File: src/core/rxl_pkg.sv
`default_nettype none
package rxl_pkg;

  localparam int NUM_REFS = 5;
  localparam int ADDR_W = 10;

  // Register indices; each register sits at byte address four times its index.
  localparam logic [7:0] IDX_MODE = 8'h2C;
  localparam logic [7:0] IDX_REFSEL = 8'h2D;
  localparam logic [7:0] IDX_MASK = 8'h2E;
  localparam logic [7:0] IDX_RANK = 8'h40;
  localparam logic [7:0] IDX_STATUS = 8'h41;
  localparam logic [ADDR_W-1:0] ADDR_MODE = {IDX_MODE, 2'b00};
  localparam logic [ADDR_W-1:0] ADDR_REFSEL = {IDX_REFSEL, 2'b00};
  localparam logic [ADDR_W-1:0] ADDR_MASK = {IDX_MASK, 2'b00};
  localparam logic [ADDR_W-1:0] ADDR_RANK = {IDX_RANK, 2'b00};
  localparam logic [ADDR_W-1:0] ADDR_STATUS = {IDX_STATUS, 2'b00};

  // Values after reset.
  localparam logic [7:0] MODE_RST = 8'h02;
  localparam logic [7:0] REFSEL_RST = 8'h00;
  localparam logic [7:0] MASK_RST = 8'h3C;
  localparam logic [19:0] RANK_RST = 20'h43210;

  // Field positions.
  localparam int MASK_SW_LSB = 0;
  localparam int MASK_HOLD_LSB = 4;
  localparam int STAT_REF_LSB = 0;
  localparam int STAT_STATE_LSB = 4;
  localparam int STAT_AUTO_BIT = 7;
  localparam int STAT_SWF_LSB = 8;
  localparam int STAT_HOLDF_LSB = 16;
  localparam int STAT_QUAL_BIT = 24;

  // Highest legal reference code plus one.
  localparam logic [3:0] REF_CODES = 4'h5;

  localparam logic [1:0] RESP_OKAY = 2'h0;
  localparam logic [1:0] RESP_SLVERR = 2'h2;

  typedef enum logic [1:0] {
    MODE_MAN_NORMAL = 2'h0,
    MODE_MAN_HOLD = 2'h1,
    MODE_MAN_FREE = 2'h2,
    MODE_AUTO = 2'h3
  } rxl_mode_t;

  typedef enum logic [2:0] {
    LOOP_FREERUN = 3'h1,
    LOOP_LOCKED = 3'h2,
    LOOP_HOLDOVER = 3'h4
  } rxl_loop_t;

  // Failure indicators of one reference, in mask bit order.
  typedef struct packed {
    logic precise_frequency_monitor;
    logic guard_soak_timer;
    logic coarse_frequency_monitor;
    logic single_cycle_monitor;
  } rxl_fail_t;

  typedef struct packed {
    rxl_loop_t loop_state;
    logic [3:0] active_ref;
    logic auto_switch_en;
  } rxl_loop_out_t;

  typedef struct packed {
    rxl_mode_t mode;
    logic [3:0] refsel;
    logic [7:0] mask;
    logic [19:0] rank;
    rxl_loop_t loop;
    logic aw_got;
    logic [ADDR_W-1:0] awaddr;
    logic w_got;
    logic [31:0] wdata;
    logic [3:0] wstrb;
    logic bvalid;
    logic [1:0] bresp;
    logic rvalid;
    logic [1:0] rresp;
    logic [31:0] rdata;
  } rxl_state_t;

  localparam rxl_state_t STATE_RST = '{
    mode: rxl_mode_t'(MODE_RST[1:0]),
    refsel: REFSEL_RST[3:0],
    mask: MASK_RST,
    rank: RANK_RST,
    loop: LOOP_FREERUN,
    aw_got: 1'b0,
    awaddr: '0,
    w_got: 1'b0,
    wdata: 32'h0000_0000,
    wstrb: 4'h0,
    bvalid: 1'b0,
    bresp: RESP_OKAY,
    rvalid: 1'b0,
    rresp: RESP_OKAY,
    rdata: 32'h0000_0000
  };

endpackage : rxl_pkg
`default_nettype wire

File: src/core/rxl_ref_select.sv
// What this block does
// [RULE_01] Loop mode is a two-bit field resetting to manual free-run; upper bits reserved.
// [RULE_02] Mode 00 disables auto switching and follows the reference named by the select field.
// [RULE_03] In mode 00 a failed chosen reference puts the loop into holdover.
// [RULE_04] Mode 01 disables auto switching and holds the loop in holdover.
// [RULE_05] Mode 10 disables auto switching; the loop runs free.
// [RULE_06] Mode 11 enables auto switching to the best qualified reference on failure.
// [RULE_07] In mode 11 with no qualified reference the loop goes into holdover.
// [RULE_08] In mode 11 the select field is read-only and shows the automatic choice.
// [RULE_09] In mode 00 software writes the select field to pick the reference.
// [RULE_10] Select codes 0 to 4 name references 0 to 4; higher codes reserved; reset 0.
// [RULE_11] Mask bits 3:0 gate which indicators may trigger automatic switching.
// [RULE_12] Mask bits 7:4 gate which indicators may trigger automatic holdover.
// [RULE_13] A mask bit of 0 ignores that indicator; 1 lets it take part.
// [RULE_14] The failure mask resets to 0x3C.
// [RULE_15] Each reference has a four-bit rank; rank 0 is the highest.
// [RULE_16] Select writes in automatic mode are ignored and leave the choice intact.
// [RULE_17] Reserved bits read as their reset values and writes to them do nothing.
//
// The AXI4-Lite register port was decided locally.
`timescale 1ns/1ps
`default_nettype none
module rxl_ref_select
  import rxl_pkg::*;
(
  input wire logic aclk,
  input wire logic aresetn,
  input wire logic awvalid,
  output logic awready,
  input wire logic [ADDR_W-1:0] awaddr,
  input wire logic wvalid,
  output logic wready,
  input wire logic [31:0] wdata,
  input wire logic [3:0] wstrb,
  output logic bvalid,
  input wire logic bready,
  output logic [1:0] bresp,
  input wire logic arvalid,
  output logic arready,
  input wire logic [ADDR_W-1:0] araddr,
  output logic rvalid,
  input wire logic rready,
  output logic [31:0] rdata,
  output logic [1:0] rresp,
  input wire rxl_fail_t [NUM_REFS-1:0] ref_fail,
  output rxl_loop_out_t loop_out
);

  rxl_state_t s_r;
  rxl_state_t s_nxt;

  logic [7:0] sw_fail;
  logic [7:0] hold_fail;
  logic best_found;
  logic [3:0] best_idx;
  logic [3:0] best_rank;
  logic cur_valid;
  logic cur_sw_bad;
  logic cur_hold_bad;
  logic aw_take;
  logic w_take;
  logic aw_have;
  logic w_have;
  logic [ADDR_W-1:0] wr_addr;
  logic [31:0] wr_data;
  logic [3:0] wr_strb;

  // An indicator counts only where its mask bit is set.
  function automatic logic mask_hit(input rxl_fail_t fail, input logic [3:0] msk);
    mask_hit = |(fail & msk); // [RULE_13]
  endfunction : mask_hit

  function automatic logic [3:0] rank_of(input logic [19:0] ranks, input int idx);
    rank_of = ranks[idx*4 +: 4];
  endfunction : rank_of

  assign awready = !s_r.aw_got && !s_r.bvalid;
  assign wready = !s_r.w_got && !s_r.bvalid;
  assign arready = !s_r.rvalid;
  assign bvalid = s_r.bvalid;
  assign bresp = s_r.bresp;
  assign rvalid = s_r.rvalid;
  assign rresp = s_r.rresp;
  assign rdata = s_r.rdata;

  assign loop_out.loop_state = s_r.loop;
  assign loop_out.active_ref = s_r.refsel;
  assign loop_out.auto_switch_en = (s_r.mode == MODE_AUTO); // [RULE_02] [RULE_04] [RULE_05] [RULE_06]

  always_comb begin
    s_nxt = s_r;
    sw_fail = 8'h00;
    hold_fail = 8'h00;
    best_found = 1'b0;
    best_idx = 4'h0;
    best_rank = 4'hF;

    // Candidates are references clear of every unmasked indicator; the lowest
    // rank wins and equal ranks go to the lower input number.
    for (int i = 0; i < NUM_REFS; i++) begin
      sw_fail[i] = mask_hit(ref_fail[i], s_r.mask[MASK_SW_LSB +: 4]); // [RULE_11]
      hold_fail[i] = mask_hit(ref_fail[i], s_r.mask[MASK_HOLD_LSB +: 4]); // [RULE_12]
      if (!sw_fail[i] && !hold_fail[i]
          && (!best_found || rank_of(s_r.rank, i) < best_rank)) begin // [RULE_15]
        best_found = 1'b1;
        best_idx = 4'(i);
        best_rank = rank_of(s_r.rank, i);
      end
    end

    cur_valid = (s_r.refsel < REF_CODES);
    cur_sw_bad = !cur_valid || sw_fail[s_r.refsel[2:0]];
    cur_hold_bad = !cur_valid || hold_fail[s_r.refsel[2:0]];

    case (s_r.mode)
      MODE_MAN_NORMAL: begin
        if (cur_hold_bad || cur_sw_bad) begin
          s_nxt.loop = LOOP_HOLDOVER; // [RULE_03]
        end else begin
          s_nxt.loop = LOOP_LOCKED; // [RULE_02]
        end
      end
      MODE_MAN_HOLD: begin
        s_nxt.loop = LOOP_HOLDOVER; // [RULE_04]
      end
      MODE_MAN_FREE: begin
        s_nxt.loop = LOOP_FREERUN; // [RULE_05]
      end
      MODE_AUTO: begin
        if (!cur_sw_bad && !cur_hold_bad) begin
          s_nxt.loop = LOOP_LOCKED;
        end else if (cur_sw_bad && best_found) begin
          s_nxt.refsel = best_idx; // [RULE_06] [RULE_08]
          s_nxt.loop = LOOP_LOCKED;
        end else begin
          s_nxt.loop = LOOP_HOLDOVER; // [RULE_07]
        end
      end
      default: begin
        s_nxt.loop = LOOP_FREERUN;
      end
    endcase

    // Write path: address and data may arrive in either order or together.
    aw_take = awvalid && awready;
    w_take = wvalid && wready;
    aw_have = s_r.aw_got || aw_take;
    w_have = s_r.w_got || w_take;
    wr_addr = s_r.aw_got ? s_r.awaddr : awaddr;
    wr_data = s_r.w_got ? s_r.wdata : wdata;
    wr_strb = s_r.w_got ? s_r.wstrb : wstrb;

    if (aw_have && w_have) begin
      s_nxt.aw_got = 1'b0;
      s_nxt.w_got = 1'b0;
      s_nxt.bvalid = 1'b1;
      s_nxt.bresp = RESP_OKAY;
      case (wr_addr)
        ADDR_MODE: begin
          if (wr_strb[0]) begin
            s_nxt.mode = rxl_mode_t'(wr_data[1:0]); // [RULE_01] [RULE_17]
          end
        end
        ADDR_REFSEL: begin
          // Reserved codes are dropped so the loop never follows a missing input.
          if (wr_strb[0] && s_r.mode != MODE_AUTO && wr_data[3:0] < REF_CODES) begin
            s_nxt.refsel = wr_data[3:0]; // [RULE_09] [RULE_10] [RULE_16] [RULE_17]
          end
        end
        ADDR_MASK: begin
          if (wr_strb[0]) begin
            s_nxt.mask = wr_data[7:0]; // [RULE_11] [RULE_12]
          end
        end
        ADDR_RANK: begin
          if (wr_strb[0]) begin
            s_nxt.rank[7:0] = wr_data[7:0];
          end
          if (wr_strb[1]) begin
            s_nxt.rank[15:8] = wr_data[15:8];
          end
          if (wr_strb[2]) begin
            s_nxt.rank[19:16] = wr_data[19:16];
          end
        end
        ADDR_STATUS: begin
          s_nxt.bresp = RESP_OKAY;
        end
        default: begin
          s_nxt.bresp = RESP_SLVERR;
        end
      endcase
    end else begin
      if (aw_take) begin
        s_nxt.aw_got = 1'b1;
        s_nxt.awaddr = awaddr;
      end
      if (w_take) begin
        s_nxt.w_got = 1'b1;
        s_nxt.wdata = wdata;
        s_nxt.wstrb = wstrb;
      end
    end
    if (s_r.bvalid && bready) begin
      s_nxt.bvalid = 1'b0;
    end

    // Read path: data is captured at the address handshake.
    if (arvalid && arready) begin
      s_nxt.rvalid = 1'b1;
      s_nxt.rresp = RESP_OKAY;
      s_nxt.rdata = 32'h0000_0000;
      case (araddr)
        ADDR_MODE: begin
          s_nxt.rdata[1:0] = s_r.mode; // [RULE_17]
        end
        ADDR_REFSEL: begin
          s_nxt.rdata[3:0] = s_r.refsel; // [RULE_08]
        end
        ADDR_MASK: begin
          s_nxt.rdata[7:0] = s_r.mask;
        end
        ADDR_RANK: begin
          s_nxt.rdata[19:0] = s_r.rank;
        end
        ADDR_STATUS: begin
          s_nxt.rdata[STAT_REF_LSB +: 4] = s_r.refsel;
          s_nxt.rdata[STAT_STATE_LSB +: 3] = s_r.loop;
          s_nxt.rdata[STAT_AUTO_BIT] = (s_r.mode == MODE_AUTO);
          s_nxt.rdata[STAT_SWF_LSB +: NUM_REFS] = sw_fail[NUM_REFS-1:0];
          s_nxt.rdata[STAT_HOLDF_LSB +: NUM_REFS] = hold_fail[NUM_REFS-1:0];
          s_nxt.rdata[STAT_QUAL_BIT] = best_found;
        end
        default: begin
          s_nxt.rresp = RESP_SLVERR;
        end
      endcase
    end else if (s_r.rvalid && rready) begin
      s_nxt.rvalid = 1'b0;
    end
  end

  always_ff @(posedge aclk) begin
    if (!aresetn) begin
      s_r <= STATE_RST; // [RULE_01] [RULE_10] [RULE_14]
    end else begin
      s_r <= s_nxt;
    end
  end

endmodule : rxl_ref_select
`default_nettype wire

File: config.mk
export PLATFORM = sky130hd
export DESIGN_NAME = rxl_ref_select
export DESIGN_NICKNAME = d
export VERILOG_FILES = /design/src/core/rxl_pkg.sv /design/src/core/rxl_ref_select.sv
export SDC_FILE = /design/constraint.sdc
export NUM_CORES = 1
export LEC_CHECK = 0
export ABC_AREA = 1
export BUFFER_PORTS_ARGS = -buffer_cell sky130_fd_sc_hd__buf_2
export CAP_MARGIN = 20
export CORE_AREA = 2 2 104 116
export CTS_BUF_LIST = sky130_fd_sc_hd__clkbuf_4 sky130_fd_sc_hd__clkbuf_8
export CTS_CLUSTER_DIAMETER = 200
export DETAILED_ROUTE_END_ITERATION = 10
export DIE_AREA = 0 0 106 118
export PLACE_DENSITY = 0.74
export SYNTH_ARGS = -nofsm -noshare
export SYNTH_HDL_FRONTEND = slang
export SYNTH_SLANG_ARGS = --single-unit
File: constraint.sdc
create_clock -name aclk -period 6.45 [get_ports aclk]
set_clock_uncertainty 0.15 [all_clocks]
set_input_delay 1.29 -clock aclk [delete_from_list [all_inputs] [get_ports aclk]]
set_output_delay 1.29 -clock aclk [all_outputs]
set_load 0.03 [all_outputs]
======== After elaboration in Yosys (flattened, before gate mapping) ========
Index checks and enable logic that the tools add are counted.
word-level totals
  flip-flop bits (word level) ............. 100
  bits of input ports ..................... 83
  output and inout bits ................... 49
  word-level logic and storage cells ...... 173
cells by class
  magnitude comparators ................... 7
  eq/ne operators ......................... 14
  muxes and demuxes ....................... 48
  bitwise logic cells ..................... 12
  reduce and logical (&&, ||, !) cells .... 75
operators with widths
  cell                   count
  $eq A10 B8 Y1 const B  6
  $mux W4                13
  $and A4 B4 Y4          10
  $eq A10 B9 Y1 const B  4
  $mux W20               2
  $reduce_or A4 Y1       10
  $mux W32               1
  $mux W8                4
  $logic_and A1 B1 Y1    21
  $logic_not A1 Y1       21
  $lt A4 B4 Y1           4
  $mux W3                5
  $reduce_and A3 Y1      5
  $mux W1                12
  $pmux W3 S4            1
  $pmux W4 S3            1
  $mux W10               1
  $pmux W5 S2            1
  $reduce_or A5 Y1       2
  $logic_or A1 B1 Y1     9
  $lt A4 B3 Y1 const B   2
  $pmux W2 S4            1
  $pmux W4 S2            1
  $bmux W1 S3            2
  other kinds (11)       17

======== Depth between registers and ports, before layout ========
Gate-level depths: netlist (run 1).
  word-level depth ........................ 28
  mapped depth ............................ 41
  gate-level depth less buffers ........... 41

======== Worst setup path before layout (run 1) ========
No wires, ideal clock.
  path type ............................... input-to-reg
  start ................................... input ref_fail[2] (netlist name)
  end ..................................... register s_r, in the netlist loop_out[1]
  setup time .............................. 0.122 ns
  data arrival time ....................... 4.959 ns
  data required time ...................... 6.178 ns
  setup slack ............................. 1.220 ns
  stages on the path ...................... 35
  buffers on the path ..................... 0
  cells stage by stage .................... nand2_1 > nand2_1 > nor2_4 > nand2_2 > nor2_1 > ha_1 > a31oi_1 > nand2_2 > nand2_4 > nand2_4 > o21ai_0 > ha_1 > inv_1 > o21bai_1 > inv_2 > nand2_1 > nand2_2 > nand2_4 > o21ai_0 > ha_1 > a21oi_1 > nand2_1 > nand2_2 > nand2_4 > nand2_1 > o21ai_0 > ha_1 > nand2_1 > inv_1 > nand2_1 > nand2_1 > nand2_1 > nand2_1 > nand2_1 > a21oi_2
on the way
  word-level cells in the longest chain between the ends .. 28
  elaborated cells on any way between the ends .. 52
  those cells by class .................... order compare: 4; mux: 23; bitwise: 2; reduce/logical: 23
RTL lines
  what                                                     line                   RTL
  start, declared                                          rxl_ref_select.sv:45   input wire rxl_fail_t [NUM_REFS-1:0] ref_fail,
  $and A4 B4 Y4                                            rxl_ref_select.sv:70   mask_hit = |(fail & msk);
  $reduce_or A4 Y1                                         rxl_ref_select.sv:70
  $logic_not A1 Y1                                         rxl_ref_select.sv:103  if (!sw_fail[i] && !hold_fail[i]
  $logic_and A1 B1 Y1                                      rxl_ref_select.sv:103
  $mux W4 / $mux W1 (equally long branches)                rxl_ref_select.sv:103
  $lt A4 B4 Y1 / $logic_not A1 Y1 (equally long branches)  rxl_ref_select.sv:104  && (!best_found || rank_of(s_r.rank, i) < best_rank)) begin
  $logic_or A1 B1 Y1                                       rxl_ref_select.sv:104
  $logic_and A1 B1 Y1                                      rxl_ref_select.sv:104
  [... 12 more ...]                                        -
  $mux W1                                                  rxl_ref_select.sv:103
  $logic_and A1 B1 Y1                                      rxl_ref_select.sv:132  end else if (cur_sw_bad && best_found) begin
  $mux W4                                                  rxl_ref_select.sv:132
  $mux W4 (*)                                              rxl_ref_select.sv:130  if (!cur_sw_bad && !cur_hold_bad) begin
  $mux W4 (*)                                              rxl_ref_select.sv:115  case (s_r.mode)
  $mux W4                                                  rxl_ref_select.sv:166  if (wr_strb[0] && s_r.mode != MODE_AUTO && wr_data[3:0] < REF_CODES) begin
  $mux W4                                                  rxl_ref_select.sv:158  case (wr_addr)
  $mux W32 (*)                                             rxl_ref_select.sv:153  if (aw_have && w_have) begin
  end signal, assigned                                     rxl_ref_select.sv:247  s_r <= s_nxt;
  end, declared                                            rxl_ref_select.sv:49   rxl_state_t s_r;
Mark *: on every way between the ends. The rest lies on a longest branch, timed or not. The select of a mux whose other input is x is not followed.
A chain may end at the register's enable or synchronous reset.

======== Final worst setup path (run 1) ========
  start ................................... input ref_fail[2] (netlist name)
  end ..................................... register s_r, in the netlist loop_out[2]
The elaborated chain is that of the path after synthesis.

==> results_dict.tcl, run 1 <==
set metrics [dict create \
    htree_levels 3 \
    fp.dieW_um 106 \
    finalPower_mw 1.343 \
    clk_latency_ns 0.39 \
    cp_top_family "simple AND/OR/NAND/NOR gates" \
    cts_resized 0 \
    placed_area_um2 5894 \
    critPathMaxStageDelay_ns 0.30 \
    die_h_um 118 \
    hold_violations 0 \
    overflow 0 \
    clockPowerShare 0.317 \
    max_freq_ghz 0.1813 \
    cts_root_buf "clkbuf_8" \
    antenna_found_initial 0 \
    path_class "in -> reg" \
    start_util 0.4897 \
    hold_path.class "reg -> reg" \
    yosysSeqAreaShare 0.3534 \
    startpoint_type "primary input" \
    grt_max_degree 69 \
    mostFrequentLayoutCell "nand2_1" \
    ant_nets 0 \
    tns_ns 0 \
    synth_seq_cells 98 \
    power.density_nw_per_um2 219.9 \
    port_buffers 106 \
    avgSynthCellArea_um2 6.778 \
    seq_power_share 0.495 \
    grt_pass1_wl_mm 22.66 \
    fin_util 0.5389 \
    min_period_over_period 0.8550 \
    p_leak_nw 2.802 \
    layout_min_cycle_time_ns 5.515 \
    fp.dieArea_um2 12510 \
    area_growth_pct 10.05 \
    nFillCells 1165 \
    synth_cell_types 40 \
    setup_viol 0 \
    maxSlewViolCount 0 \
    syn_area_um2 5552 \
    grt.total_usage 0.2221 \
    p_int_uw 918.2 \
    numCtsBuffers 9 \
    cpMostUsedCell "nand2_1" \
    row_count 41 \
    coreArea_um2 11340 \
    max-clock-path-buffers 2 \
    seq_area_um2 1962 \
    ios 132 \
    p_sw_uw 425.1 \
    num_vias 5290 \
    viasPerCell 5.121 \
    clock-sinks 98 \
    cp_slowest_cell "ha_1" \
    wl_per_cell_um 13.42 \
    rsz0062_at_grt "no" \
    dp_hpwl_mm 10.44 \
    slew_headroom 0.3123 \
    holdWs_ns 0.3112 \
    drc 0 \
    cts_setup_buffers 0 \
    tightestPinTransition_ns 1.032 \
    drive_above_1_share 0.1823 \
    cp.required_ns 6.57 \
    diodes 0 \
    wl_mm 13.86 \
    cp.arrival_ns 5.63 \
    first_global_vias 4729 \
    fin_nets 969 \
    p_comb_frac 0.188 \
    multi_input_area_um2 2795 \
    drt_iter0_markers 325 \
    drtPass1Iterations 6 \
    ir_drop_mv 0.1131 \
    tritoncts "yes" \
    crit_path_end_kind "flip-flop" \
    routabilityCongestion 0.8660 \
    hold_buffers 0 \
    maxCapViolations 0 \
    path_clk_slew_ns 0.10 \
    postSynthCellCount 819 \
    final_area_um2 6110 \
    switching_share 0.3164 \
    path_buf_inv 4 \
    mostFrequentLayoutCells "nand2_1, buf_2, o21ai_0" \
    ys_warn_count 0 \
    crit_fanout 9 \
    status "completed" \
]
routing by layer:
layer  part of all wire  track usage  up-vias
li1                   -            -     2766
met1               0.46       0.3069     2338
met2               0.45       0.3520      167
met3              0.065      0.03212       19
met4              0.017      0.07977        0
met5                  0            0        -
worst min-delay path, stage by stage (launching register included):
cell and delay, ns:
dfxtp_1 0.31, inv_1 0.06, a21oi_1 0.06
path summary, 6_finish.rpt:
kind / startpoint / to / slack, ns / cells past startpoint
worst max-delay path: ref_fail[2] / loop_out[2]$_SDFF_PN0_ / 0.94 / 35
worst min-delay path: s_r[83]$_SDFFE_PN0P_ / s_r[83]$_SDFFE_PN0P_ / 0.31 / 2
worst max register to register: s_r[113]$_SDFFE_PN1P_ / loop_out[2]$_SDFF_PN0_ / 1.55 / 34
worst min register to register: s_r[83]$_SDFFE_PN0P_ / s_r[83]$_SDFFE_PN0P_ / 0.31 / 2
cell usage after synthesis:
cell / number / area share
o21ai_0: 103 / 0.093
a221oi_1: 6 / 0.0095
mux2i_1: 6 / 0.011
nand3_2: 5 / 0.0090
buf_4: 43 / 0.058
nand2_4: 5 / 0.010
a21oi_2: 2 / 0.0032
nand3_1: 33 / 0.030
nor3_1: 7 / 0.0063
or2_2: 5 / 0.0056
nor4_1: 3 / 0.0034
clkinv_1: 2 / 0.0014
bufinv_8: 1 / 0.0032
a31o_2: 1 / 0.0016
buf_1: 1 / 0.00068
o221ai_1: 6 / 0.0095
nand3b_1: 1 / 0.0014
nor3b_1: 1 / 0.0014
nand2_2: 9 / 0.010
inv_2: 3 / 0.0020
dfxtp_1: 98 / 0.35
nor4b_1: 1 / 0.0016
nand4_1: 5 / 0.0056
clkbuf_1: 28 / 0.019
nor2_2: 2 / 0.0023
a21oi_1: 66 / 0.060
o311ai_0: 1 / 0.0016
a22o_1: 1 / 0.0016
a31oi_1: 18 / 0.020
nand2_1: 148 / 0.10
o21a_1: 1 / 0.0014
inv_1: 98 / 0.066
nor2_4: 3 / 0.0061
conb_1: 1 / 0.00068
ha_1: 8 / 0.018
o211ai_1: 1 / 0.0014
o21bai_1: 1 / 0.0014
o22ai_1: 12 / 0.014
o31ai_1: 1 / 0.0014
nor2_1: 82 / 0.055
area by class of cell:
class                           instances  area share
Clock buffer                           10     0.02253
Clock inverter                          6     0.01147
Inverter                              104     0.06615
Multi-Input combinational cell        556      0.4575
Sequential cell                        98      0.3211
Tap cell                              150     0.03072
Timing Repair Buffer                  109     0.09052
metrics by stage:
stage	instances	worst slack, ns
final	1033	0.9351
after global routing	1033	0.4179
after CTS	1032	0.9282
after floorplan	830	1.220
after detailed placement	1016	0.5491
after global placement	1016	0.5370
power by group through the flow:
stage,sequential [mW],clock (mW),combinational (mW)
final,0.665,0.426,0.253
after global placement,0.677,0,0.249
after detailed placement,0.679,0,0.251
after CTS,0.665,0.430,0.252
after global routing,0.670,0.455,0.286
after floorplan,0.674,0,0.190
logic make-up after synthesis:
family                     share of synthesized area
muxes                                        0.01082
and+or+nand+nor                               0.2481
buffers and inverters                         0.1506
DFF                                           0.3534
AOI/OAI and AO/OA                             0.2184
adders and majority gates                    0.01803
other                                      0.0006755
flip-flops by register name, summed over array words and instances, names as in the netlist:
register	flops
rvalid	1
bvalid	1
rresp	1
s_r	65
rdata	22
loop_out	7
bresp	1
No activity file was read; power rests on OpenSTA's default activity.
==> run 2, diff against run 1 <==
--- a/config.mk
+++ b/config.mk
@@ -13,7 +13,7 @@
 export CTS_CLUSTER_DIAMETER = 200
 export DETAILED_ROUTE_END_ITERATION = 10
 export DIE_AREA = 0 0 106 118
-export PLACE_DENSITY = 0.74
+export PLACE_DENSITY = 0.84
 export SYNTH_ARGS = -nofsm -noshare
 export SYNTH_HDL_FRONTEND = slang
 export SYNTH_SLANG_ARGS = --single-unit
==> run 2 against run 1 <==
  * Count of clock-buffer cells in the layout decreased by 1
  * Flip-flop and latch count unchanged
  * Maximum frequency decreased by 2.2%
  * Die area unchanged
  * Global-route usage increased by 0.80 points
  * Sequential power about the same
  * Via count increased by 3.2%
  * Critical path type unchanged
  * Largest power group unchanged
  * Highest routed layer unchanged
==> results_dict.tcl, run 2 (synthesized netlist as in run 1, its figures left out) <==
set metrics [dict create \
    slew_headroom 0.3052 \
    largest_reg_flops 65 \
    wl_mm 14.10 \
    startpoint_type "primary input" \
    min_period_over_period 0.8746 \
    mostFrequentLayoutCell "nand2_1" \
    num_vias 5459 \
    ios 132 \
    cp_slowest_cell "ha_1" \
    p_sw_uw 417.4 \
    routabilityCongestion 0.9314 \
    r2r_start "s_r[113]$_SDFFE_PN1P_" \
    min_path_cells 2 \
    worstRegToRegCells 35 \
    seq_power_share 0.503 \
    min_from "s_r[81]$_SDFFE_PN0P_" \
    cts_root_buf "clkbuf_8" \
    placed_area_um2 5894 \
    drtPass1Iterations 5 \
    fin_nets 969 \
    fp.dieW_um 106 \
    hold_buffers 0 \
    regMostFlops "s_r" \
    clock-sinks 98 \
    maxSlewViolCount 0 \
    p_int_uw 905.5 \
    power.density_nw_per_um2 216.8 \
    coreArea_um2 11340 \
    area_growth_pct 9.939 \
    hold_violations 0 \
    top_usage_layer "met2" \
    max-clock-path-buffers 2 \
    drive_above_1_share 0.1823 \
    cts_resized 0 \
    path_class "in -> reg" \
    dp_hpwl_mm 10.63 \
    ant_nets 0 \
    antenna_found_initial 0 \
    drc 0 \
    row_count 41 \
    port_buffers 106 \
    grt.total_usage 0.2301 \
    tightestPinTransition_ns 1.042 \
    clk_latency_ns 0.38 \
    grt_use_met1 0.3007 \
    fp.dieArea_um2 12510 \
    max_freq_ghz 0.1773 \
    start_util 0.4897 \
    cp.arrival_ns 5.76 \
    viasPerCell 5.285 \
    crit_path_end_kind "flip-flop" \
    overflow 0 \
    ir_drop_mv 0.09248 \
    r2r_end "loop_out[1]$_SDFF_PN0_" \
    stdcell_count 1033 \
    status "completed" \
    maxCapViolations 0 \
    die_h_um 118 \
    cpMostUsedCell "nand2_1" \
    grt_pass1_wl_mm 23.51 \
    crit_path_start "ref_fail[2]" \
    drt_iter0_markers 377 \
    grt_util_met2 0.3746 \
    switching_share 0.3155 \
    first_global_vias 4997 \
    reg2reg_slack_ns 1.42 \
    layout_min_cycle_time_ns 5.641 \
    setup_viol 0 \
    rsz0062_at_grt "no" \
    crit_end "loop_out[1]$_SDFF_PN0_" \
    wl_per_cell_um 13.65 \
    grt_max_degree 69 \
    cp.required_ns 6.57 \
    mostFrequentLayoutCells "nand2_1, buf_2, o21ai_0" \
    tritoncts "yes" \
    grtUsageMet3 0.04596 \
    clockPowerShare 0.307 \
    diodes 0 \
    htree_levels 3 \
    final_area_um2 6103 \
    p_comb_frac 0.191 \
    p_leak_nw 2.787 \
    path_clk_slew_ns 0.10 \
    tns_ns 0 \
    numCtsBuffers 9 \
    place_inst 1016 \
    cts_setup_buffers 0 \
    critPathMaxStageDelay_ns 0.30 \
    hold_path.class "reg -> reg" \
    crit_fanout 9 \
]
## run 2: worst min-delay path by stage
stage / end
final: s_r[81]$_SDFFE_PN0P_
after global routing: s_r[77]$_SDFFE_PN0P_
after CTS: s_r[83]$_SDFFE_PN0P_
after detailed placement: s_r[83]$_SDFFE_PN0P_
after global placement: s_r[83]$_SDFFE_PN0P_
after floorplan: s_r[77]$_SDFFE_PN0P_
## run 2: final cells by class
| type | count | area [um^2] |
|---|---|---|
| fill | 1134 | 5234 |
| multi-input combinational | 556 | 2795 |
| sequential | 98 | 1962 |
| timing repair buffer | 109 | 553.0 |
| inverter | 104 | 404.1 |
| tap | 150 | 187.7 |
| clock buffer | 9 | 123.9 |
| clock inverter | 7 | 77.57 |
## run 2: power by group through the flow
stage	clock (mW)	sequential, mW	combinational, mW
2_1_floorplan	0	0.674	0.190
3_3_place_gp	0	0.677	0.245
3_5_place_dp	0	0.678	0.250
4_1_cts	0.413	0.665	0.251
5_1_grt	0.438	0.670	0.284
6_report	0.406	0.665	0.252
## run 2: stage by stage
stage / setup slack (ns) / hold WS, ns / total power [mW] / utilization
final: 0.8089 / 0.3074 / 1.323 / 0.5384
after global routing: 0.3570 / 0.3332 / 1.392 / 0.5384
after CTS: 0.8585 / 0.3084 / 1.329 / 0.5377
after detailed placement: 0.4993 / 0.2934 / 0.9283 / 0.5199
after global placement: 0.5901 / 0.2901 / 0.9215 / 0.5199
after floorplan: 1.220 / 0.2792 / 0.8641 / -
## run 2: worst max-delay path: cells and delay by family
family                   cells  cell delay (ns)
AO/OA/AOI/OAI                7             1.11
adder cells (fa/ha/maj)      4             1.17
buffers and inverters        4             0.26
AND/OR/NAND/NOR             21             1.91
## run 2: per-layer routing
| layer | wire [um] | share of wire |
|---|---|---|
| met1 | 6169 | 0.44 |
| met3 | 1047 | 0.074 |
| met2 | 6582 | 0.47 |
| met5 | 0 | 0 |
| met4 | 306 | 0.022 |
